--- src/pkg/reset_strap_params.svh ---
`ifndef RESET_STRAP_PARAMS_SVH
`define RESET_STRAP_PARAMS_SVH
// register byte offsets
`define RS_OFF_CTRL 8'h00
`define RS_OFF_STATUS 8'h04
// control register fields
`define RS_CTRL_SOFT_RESET 0
// status register fields
`define RS_ST_FLOAT 0
`define RS_ST_QSTAT 1
`define RS_ST_NUMERICS 2
`define RS_ST_IN_RESET 3
`define RS_ST_LOCK_BAD 4
// reset values
`define RS_CTRL_RESET 32'h00000000
// clocks from reset release to the coprocessor-wait low sample
`define RS_NUMERICS_DELAY 4
// clocks that controls stay driven inactive before they float
`define RS_INACTIVE_CYCLES 1
// axi response codes
`define RS_RESP_OKAY 2'h0
`define RS_RESP_SLVERR 2'h2
`endif

--- src/pkg/reset_strap_pkg.sv ---
package reset_strap_pkg;
    typedef enum logic [1:0] {
        ST_RUN = 2'b00,
        ST_ABORT = 2'b01,
        ST_FLOAT = 2'b10
    } rst_phase_e;

    typedef struct packed {
        logic float_test_mode;
        logic qstat_mode;
        logic numerics_mode;
    } mode_s;

    // the seven strap pins, all but the two mid-select pins (not decoded) active low when forced
    typedef struct packed {
        logic read_strobe_qstat_strap;
        logic upper_mem_select;
        logic lower_mem_select;
        logic mid_select0_coproc_req;
        logic mid_select1_coproc_err;
        logic bus_lock;
        logic coproc_wait;
    } strap_s;

    typedef struct packed {
        logic [31:0] awaddr;
        logic awvalid;
        logic [31:0] wdata;
        logic [3:0] wstrb;
        logic wvalid;
        logic bready;
        logic [31:0] araddr;
        logic arvalid;
        logic rready;
    } axi_req_s;

    typedef struct packed {
        logic awready;
        logic wready;
        logic [1:0] bresp;
        logic bvalid;
        logic arready;
        logic [31:0] rdata;
        logic [1:0] rresp;
        logic rvalid;
    } axi_rsp_s;
endpackage : reset_strap_pkg

--- src/hw/reset_sync.sv ---
`timescale 1ns/1ns
// two-stage synchroniser for the external reset level and the strap pins
module reset_sync #(
    parameter int WIDTH = 1,
    // level both flops hold while reset is applied
    parameter logic [WIDTH-1:0] RESET_VAL = '1
) (
    // clock and reset
    input wire logic core_clk,
    input wire logic rst_n,
    // data
    input wire logic [WIDTH-1:0] async_in,
    output logic [WIDTH-1:0] sync_out
);
    logic [WIDTH-1:0] meta_q;
    logic [WIDTH-1:0] sync_q;

    always_ff @(posedge core_clk or negedge rst_n)
    begin
        if (!rst_n)
        begin
            meta_q <= RESET_VAL;
            sync_q <= RESET_VAL;
        end
        else
        begin
            meta_q <= async_in;
            sync_q <= meta_q;
        end
    end

    assign sync_out = sync_q;
endmodule : reset_sync

--- src/hw/reset_strap_mode_select.sv ---
`timescale 1ns/1ns
`include "reset_strap_params.svh"
module reset_strap_mode_select (
    // clock and power-on reset
    input wire logic core_clk,
    input wire logic rst_n,
    // external reset pin
    input wire logic ext_reset_in_n,
    // strap pin inputs
    input wire reset_strap_pkg::strap_s strap_in,
    // strap pin drive from the core when running
    input wire reset_strap_pkg::strap_s core_out,
    input wire logic core_out_en,
    // strap pin outputs
    output reset_strap_pkg::strap_s strap_out,
    output reset_strap_pkg::strap_s strap_oe,
    output reset_strap_pkg::strap_s strap_pullup,
    // core side
    output logic core_reset,
    output logic bus_abort,
    output reset_strap_pkg::mode_s mode,
    // register bus
    input wire reset_strap_pkg::axi_req_s axi_req,
    output reset_strap_pkg::axi_rsp_s axi_rsp
);
    typedef struct packed {
        reset_strap_pkg::rst_phase_e phase;
        logic [2:0] cnt;
        logic cw_high;
        logic cw_pend;
        logic [2:0] cw_cnt;
        reset_strap_pkg::mode_s mode;
        logic float_strap;
        logic qstat_strap;
        logic lock_bad;
        logic soft_reset;
        logic aw_got;
        logic w_got;
        logic aw_ok;
        logic [31:0] wdata;
        logic bvalid;
        logic [1:0] bresp;
        logic rvalid;
        logic [31:0] rdata;
        logic [1:0] rresp;
    } state_s;

    state_s s_q;
    state_s s_d;
    reset_strap_pkg::strap_s strap_sync;
    logic ext_rst_sync_n;
    logic in_reset;

    // starts as asserted so no run cycle slips out between power-on and the first pin samples
    reset_sync #(.WIDTH(1), .RESET_VAL(1'b0)) u_rst_sync (
        .core_clk(core_clk),
        .rst_n(rst_n),
        .async_in(ext_reset_in_n),
        .sync_out(ext_rst_sync_n)
    );

    reset_sync #(.WIDTH(7)) u_strap_sync (
        .core_clk(core_clk),
        .rst_n(rst_n),
        .async_in(strap_in),
        .sync_out(strap_sync)
    );

    assign in_reset = !ext_rst_sync_n || s_q.soft_reset;

    function automatic logic is_off(input logic [31:0] a, input logic [7:0] off);
        is_off = (a[7:2] == off[7:2]) && (a[31:8] == 24'h000000);
    endfunction : is_off

    always_comb
    begin
        s_d = s_q;
        // abort sequence: drive inactive, then float
        case (s_q.phase)
            reset_strap_pkg::ST_RUN:
            begin
                if (in_reset)
                begin
                    s_d.phase = reset_strap_pkg::ST_ABORT;
                    s_d.cnt = 3'h0;
                end
            end
            reset_strap_pkg::ST_ABORT:
            begin
                s_d.cnt = s_q.cnt + 3'h1;
                if (s_q.cnt == 3'(`RS_INACTIVE_CYCLES - 1))
                begin
                    s_d.phase = reset_strap_pkg::ST_FLOAT;
                end
            end
            reset_strap_pkg::ST_FLOAT:
            begin
                if (!in_reset)
                begin
                    s_d.phase = reset_strap_pkg::ST_RUN;
                    // latch float-test and qstat modes on release
                    s_d.mode.float_test_mode = s_q.float_strap;
                    s_d.mode.qstat_mode = s_q.qstat_strap;
                    s_d.cw_pend = s_q.cw_high;
                    s_d.cw_cnt = 3'h1;
                end
            end
            default:
            begin
                s_d.phase = reset_strap_pkg::ST_RUN;
            end
        endcase
        if (s_q.phase == reset_strap_pkg::ST_FLOAT && in_reset)
        begin
            // straps sampled continuously while held
            s_d.float_strap = !strap_sync.upper_mem_select && !strap_sync.lower_mem_select;
            s_d.qstat_strap = !strap_sync.read_strobe_qstat_strap;
            s_d.cw_high = strap_sync.coproc_wait;
            s_d.lock_bad = s_q.lock_bad || !strap_sync.bus_lock;
            s_d.mode = '0;
            s_d.cw_pend = 1'b0;
        end
        // coprocessor-wait low four clocks after release
        if (s_q.cw_pend)
        begin
            s_d.cw_cnt = s_q.cw_cnt + 3'h1;
            if (s_q.cw_cnt == 3'(`RS_NUMERICS_DELAY))
            begin
                s_d.cw_pend = 1'b0;
                s_d.mode.numerics_mode = !strap_sync.coproc_wait;
            end
        end
        // axi write
        if (axi_req.awvalid && !s_q.aw_got)
        begin
            s_d.aw_got = 1'b1;
            s_d.aw_ok = is_off(axi_req.awaddr, `RS_OFF_CTRL) ||
                is_off(axi_req.awaddr, `RS_OFF_STATUS);
            if (is_off(axi_req.awaddr, `RS_OFF_CTRL))
            begin
                s_d.wdata[31] = 1'b1;
            end
            else
            begin
                s_d.wdata[31] = 1'b0;
            end
        end
        if (axi_req.wvalid && !s_q.w_got)
        begin
            s_d.w_got = 1'b1;
            s_d.wdata[30:0] = {30'h00000000, axi_req.wdata[`RS_CTRL_SOFT_RESET] &&
                axi_req.wstrb[0]};
            s_d.wdata[30] = axi_req.wstrb[0];
        end
        if (s_q.aw_got && s_q.w_got && !s_q.bvalid)
        begin
            s_d.bvalid = 1'b1;
            s_d.bresp = s_q.aw_ok ? `RS_RESP_OKAY : `RS_RESP_SLVERR;
            if (s_q.wdata[31] && s_q.wdata[30])
            begin
                s_d.soft_reset = s_q.wdata[0];
            end
        end
        if (s_q.bvalid && axi_req.bready)
        begin
            s_d.bvalid = 1'b0;
            s_d.aw_got = 1'b0;
            s_d.w_got = 1'b0;
        end
        // axi read
        if (axi_req.arvalid && !s_q.rvalid)
        begin
            s_d.rvalid = 1'b1;
            s_d.rresp = `RS_RESP_OKAY;
            s_d.rdata = 32'h00000000;
            if (is_off(axi_req.araddr, `RS_OFF_CTRL))
            begin
                s_d.rdata[`RS_CTRL_SOFT_RESET] = s_q.soft_reset;
            end
            else if (is_off(axi_req.araddr, `RS_OFF_STATUS))
            begin
                s_d.rdata[`RS_ST_FLOAT] = s_q.mode.float_test_mode;
                s_d.rdata[`RS_ST_QSTAT] = s_q.mode.qstat_mode;
                s_d.rdata[`RS_ST_NUMERICS] = s_q.mode.numerics_mode;
                s_d.rdata[`RS_ST_IN_RESET] = in_reset;
                s_d.rdata[`RS_ST_LOCK_BAD] = s_q.lock_bad;
            end
            else
            begin
                s_d.rresp = `RS_RESP_SLVERR;
            end
        end
        if (s_q.rvalid && axi_req.rready)
        begin
            s_d.rvalid = 1'b0;
        end
    end

    always_ff @(posedge core_clk or negedge rst_n)
    begin
        if (!rst_n)
        begin
            s_q <= '0;
            s_q.phase <= reset_strap_pkg::ST_FLOAT;
            s_q.soft_reset <= 1'b0;
        end
        else
        begin
            s_q <= s_d;
        end
    end

    // outputs
    assign core_reset = in_reset || s_q.phase != reset_strap_pkg::ST_RUN;
    assign bus_abort = s_q.phase == reset_strap_pkg::ST_ABORT;
    assign mode = s_q.mode;
    // inactive-high drive during abort, floated with pull-ups after
    assign strap_out = (s_q.phase == reset_strap_pkg::ST_RUN) ? core_out : '1;
    assign strap_oe = (s_q.phase == reset_strap_pkg::ST_ABORT) ? '1 :
        (s_q.phase == reset_strap_pkg::ST_RUN && core_out_en) ? '1 : '0;
    assign strap_pullup = (s_q.phase == reset_strap_pkg::ST_FLOAT) ? '1 : '0;

    assign axi_rsp.awready = !s_q.aw_got;
    assign axi_rsp.wready = !s_q.w_got;
    assign axi_rsp.bvalid = s_q.bvalid;
    assign axi_rsp.bresp = s_q.bresp;
    assign axi_rsp.arready = !s_q.rvalid;
    assign axi_rsp.rvalid = s_q.rvalid;
    assign axi_rsp.rdata = s_q.rdata;
    assign axi_rsp.rresp = s_q.rresp;

    abort_first_a: assert property (@(posedge core_clk) disable iff (!rst_n)
        (s_q.phase == reset_strap_pkg::ST_RUN && in_reset) |=> bus_abort ##1 !bus_abort);
    float_pullup_a: assert property (@(posedge core_clk) disable iff (!rst_n)
        bus_abort |=> (strap_oe == '0) && (strap_pullup == '1));
    reset_held_a: assert property (@(posedge core_clk) disable iff (!rst_n)
        !ext_rst_sync_n |-> core_reset);
    sync_delay_a: assert property (@(posedge core_clk) disable iff (!rst_n)
        $fell(ext_rst_sync_n) |-> $past(ext_reset_in_n, 2) == 1'b0);
    mode_clear_a: assert property (@(posedge core_clk) disable iff (!rst_n)
        (s_q.phase == reset_strap_pkg::ST_FLOAT && in_reset) |=> mode == '0);
    float_mode_a: assert property (@(posedge core_clk) disable iff (!rst_n)
        (s_q.phase == reset_strap_pkg::ST_FLOAT && !in_reset) |=>
        mode.float_test_mode == $past(s_q.float_strap));
    qstat_mode_a: assert property (@(posedge core_clk) disable iff (!rst_n)
        (s_q.phase == reset_strap_pkg::ST_FLOAT && !in_reset) |=>
        mode.qstat_mode == $past(s_q.qstat_strap));
    numerics_late_a: assert property (@(posedge core_clk) disable iff (!rst_n)
        (s_q.phase == reset_strap_pkg::ST_FLOAT && !in_reset) |=> !mode.numerics_mode [*4]);
    mode_stable_a: assert property (@(posedge core_clk) disable iff (!rst_n)
        (!core_reset && $past(!core_reset) && !s_q.cw_pend && $past(!s_q.cw_pend)) |->
        $stable(mode));
endmodule : reset_strap_mode_select

--- config.mk ---
export PLATFORM = sky130hd
export DESIGN_NAME = reset_strap_mode_select
export DESIGN_NICKNAME = d
export VERILOG_FILES = /design/src/pkg/reset_strap_pkg.sv /design/src/hw/reset_sync.sv /design/src/hw/reset_strap_mode_select.sv
export VERILOG_INCLUDE_DIRS = /design/src /design/src/pkg
export SDC_FILE = /design/constraint.sdc
export NUM_CORES = 1
export LEC_CHECK = 0
export ABC_CLOCK_PERIOD_IN_PS = 3450
export CORE_AREA = 2 2 74 76
export DETAILED_ROUTE_END_ITERATION = 12
export DIE_AREA = 0 0 76 78
export DONT_BUFFER_PORTS = 1
export HOLD_SLACK_MARGIN = 0.06
export PLACE_DENSITY_LB_ADDON = 0.15
export SETUP_SLACK_MARGIN = 0.05
export SKIP_CTS_REPAIR_TIMING = 1
export SYNTH_ARGS = -nofsm -noshare
export SYNTH_HDL_FRONTEND = slang
export SYNTH_SLANG_ARGS = --single-unit
--- constraint.sdc ---
create_clock -name core_clk -period 3.45 [get_ports core_clk]
set_clock_uncertainty 0.05 [all_clocks]
set_input_delay 0.345 -clock core_clk [delete_from_list [all_inputs] [get_ports core_clk]]
set_output_delay 0.345 -clock core_clk [all_outputs]
set_load 0.1 [all_outputs]
# == Word level (Yosys, flattened, before mapping) ==
# Index checks and enable logic that the tools add are counted.
# op_classes
reduce_logical,49
n_mux,31
n_eq_ne,10
addsub,2
# ops
op,n
$logic_not 24->1,2
$mux 35,1
$mux 7,4
$mux 6,3
$logic_and 1x1->1,16
$reduce_bool 2->1,8
$eq 6x1->1 const B,2
$logic_not 6->1,2
$mux 2,6
$logic_not 1->1,10
$mux 1,10
$mux 5,2
$mux 4,2
$reduce_and 2->1,4
$add 3x1->3 const B,2
$ne 2x2->1 const B,3
$pmux 2 s3,1
$pmux 3 s2,1
$logic_or 1x1->1,4
$ne 2x1->1 const B,2
$eq 3x3->1 const B,1
$logic_not 3->1,1
$mux 3,1
$reduce_and 3->1,1
3 further kinds,3
# word_totals
reg_bits,50
out_inout_bits,67

# == Depth between registers and ports, before layout ==
# depth
ltp_word,7
ltp_mapped,5
depth_no_buf,5

# == Modules after synthesis ==
# From an unflattened synthesis, not the netlist that was laid out.
# unflattened
cells_unflattened,230
hier_area_um2,2461.1
# by_module_without_submodules
module,cells_per_inst,area_each_um2,n_inst
reset_strap_mode_select,214,2043.2,1
reset_sync at u_strap_sync,14,367.9,1
reset_sync at u_rst_sync,2,50.0,1

# == Worst setup path after synthesis ==
# Ideal clock, no wire load.
# synth_timing
path_kind,flip-flop to output port
start,register s_q[88] (netlist name)
end,output port strap_oe[1] (netlist name)
t_arrival_ns,2.635
setup_slack_ns,0.420
path_buffers,2
path_stages_with_launch,5
required_ns,3.055
cell_sequence,dfrtp_1 -> clkbuf_1 -> nor2_1 -> nor2_1 -> buf_4
# synth_lines
element,line,source
"start, declared",reset_strap_mode_select.sv:48,state_s s_q;
"end, declared",reset_strap_mode_select.sv:16,"output reset_strap_pkg::strap_s strap_oe,"

==> metrics.md <==
| Metric | Value |
|---|---|
| Clock buffer depth | `2` |
| # setup viols final | `0` |
| Cell Area, Synth | `2340 um2` |
| TritonRoute pass-1 iters | `4` |
| Top post-synthesis cells by area | `dfrtp_1 (35%), buf_4 (17%), dfstp_2 (12%), nand2_1 (2.9%), nor4_2 (2.7%)` |
| Boundary pin count | `190` |
| First-pass GRT wire length | `6.71 mm` |
| Startpoint Class | `flop` |
| Critical path class | `reg -> out` |
| Clock sink count | `44` |
| # fillers | `470` |
| Nets@finish | `338` |
| Die width | `76 um` |
| CTS H-tree lvls | `2` |
| Final period utilization | `70.1%` |
| Initial antenna violation count | `0` |
| Per-cell routed wire length | `15.1 um` |
| Drt drc | `0` |
| CTS tree | `done` |
| Post-synthesis sequential area ratio | `47.6%` |
| Die Y | `78 um` |
| FMAX | `414 MHz` |
| Mapped Cells | `220` |
| RR Startpoint | `axi_rsp[0]$_DFFE_PN0P_` |
| Synth Flop Type | `dfrtp_1` |
| Drt via density | `5.00` |
| Power Dens Cells | `1120 nW/um2` |
| Fin crit period | `2.42 ns` |
| Yosys reg bits | `44` |
| I/O Buffers | `0` |
| Asr flop ratio synth | `100%` |
| Total gr overflow | `0` |
| Core Box Area | `5040 um2` |
| Initial Util | `46.5%` |
| Setup crit end kind | `output port` |
| Total Routed Length | `4.26 mm` |
| Hold Path Class | `in -> reg` |
| Largest net degree at the start of global routing | `45` |
| Reg2Reg Depth | `2` |
| Synth area leader | `dfrtp_1` |
| Post-route ant nets | `0` |
| Worst-skew pair later-pin latency | `0.29 ns` |
| Post-DP HPWL | `3.34 mm` |
| Worst reg-to-reg setup slack | `1.31 ns` |
| Slew Limit Fails | `0` |
| CP max FO | `14` |
| Worst slew margin | `33.1%` |
| Root Buffer | `clkbuf_8` |
| Via count | `1,410` |
| Status | `complete, no violations` |
| Tightest Pin Transition | `1.00 ns` |
| Worst vdd ir | `0.000801 V` |
| Final core occ | `47.4%` |
| Vias in the first global route | `1,464` |
| Register clock-pin slew on the reported worst setup and hold paths | `0.08 ns` |
| Setup crit end | `strap_pullup[1]` |
| Cts bufs inserted | `5` |
| RSZ-0062 raised after global routing | `no` |
| 1st-iter DRT viols | `26` |
| GRT Overall Usage | `14.3%` |
| Setup TNS | `0 ns` |
| Synth warn | `0` |
| Post-synth EDFFs | `0` |
| GP Congestion | `0.749` |
| Netlist cell types | `39` |
| Worst endpoint required time | `3.05 ns` |
| Max_cap viols | `0` |
| Most frequent cells in the layout | `dfrtp_1 (33), conb_1 (29), nand2_1 (18)` |
| Synthesis-to-layout area growth | `2.08%` |
| FF-to-FF End | `axi_rsp[0]$_DFFE_PN0P_` |
| Synth top area share | `35.2%` |
| Die ar. | `5930 um2` |
| Register area | `1110 um2` |
| Commonest non-fill, non-tap cell in the layout | `dfrtp_1` |
| Mean post-synth cell area | `10.7 um2` |
| Ant diodes | `0` |
| Crit. Startpoint | `s_q[89]$_DFFE_PN1P_` |
| Row count | `26` |
| Layout cells sized above 1 | `20.3%` |
| Arr. time, crit path | `2.02 ns` |
| Endpoints failing hold | `0` |
| Leakage | `1.04 nW` |
| Footprint of the multi-input gates | `893 um2` |
## stage by stage
stage | instance area [um2] | hold slack, ns | worst slack, ns | power (mW) | std cells
floorplan | 2450 | -0.000591 | 0.420 | 2.33 | 248
global placement | 2210 | 0.000448 | 1.33 | 2.34 | 266
detailed placement | 2210 | 0.000533 | 1.32 | 2.37 | 266
CTS | 2290 | -0.323 | 1.01 | 2.69 | 274
global route | 2390 | 0.0654 | 0.961 | 2.81 | 282
finish | 2390 | 0.0789 | 1.03 | 2.69 | 282
## layer usage
layer	vias to the layer above	track usage, %	routed length [um]
met2	85	26.7	2310
li1	661	-	-
met3	7	5.58	368
met5	-	0	0
met4	0	5.45	53
met1	657	14.5	1530
## critical path: stages, from the launching register on
cell	delay [ns]
dfstp_2	0.70
nand2b_4	0.13
inv_6	0.35
buf_12	0.53
## power by group
part,internal [mW],switching [mW]
Combinational,0.246,1.15
Sequential,0.645,0.339
Clock,0.141,0.164
## cell usage after synthesis (all sizes together), types with 3 or more instances
cell and number:
inv 11, o21ai 11, nor2 6, o31ai 8, nor4 12, ha 4
dfstp 11, dfrtp 33, nand2 18, mux2 5, a21oi 4, nand2b 5
buf 53, clkbuf 3, a22o 4, or3 8, nand4 4, nor3 3
## sequential cells by signal, summed over array words and instances (netlist names)
| name | count |
|---|---|
| s_q | 20 |
| axi_rsp | 9 |
| u_strap_sync.meta_q | 5 |
| u_strap_sync.sync_out | 5 |
| mode | 3 |
| u_rst_sync.meta_q | 1 |
| u_rst_sync.sync_out | 1 |
## cell families after synthesis
family / share of synthesized area (%)
buf+inv: 19.2
simple gates: 18.2
flops: 47.6
compound gates: 9.45
mux: 3.26
fa+ha+maj: 2.14
other cells: 0.160
## worst min path at each step
stage / slack (ns) / startpoint / end / depth (start not counted)
5_1_grt: 0.07 / axi_req[34] / s_q[72]$_DFFE_PN0P_ / 1
3_5_place_dp: 0.0005 / rst_n / axi_rsp[0]$_DFFE_PN0P_ / 0
6_report: 0.08 / axi_req[34] / s_q[71]$_DFFE_PN0P_ / 1
2_1_floorplan: -0.0006 / rst_n / axi_rsp[0]$_DFFE_PN0P_ / 0
4_1_cts: -0.32 / rst_n / s_q[72]$_DFFE_PN0P_ / 0
3_3_place_gp: 0.0004 / rst_n / axi_rsp[2]$_DFFE_PN0P_ / 0
## final cells by class
| type | count | area share (%) |
|---|---|---|
| inverters | 11 | 1.94 |
| flip-flops and latches | 44 | 46.6 |
| multi-input cells | 137 | 37.3 |
| repair buffers | 12 | 6.90 |
| clock buffers | 6 | 3.03 |
| clock inverters | 2 | 0.523 |
| well taps | 70 | 3.66 |
Note: power is estimated with default switching activity, not from simulation.
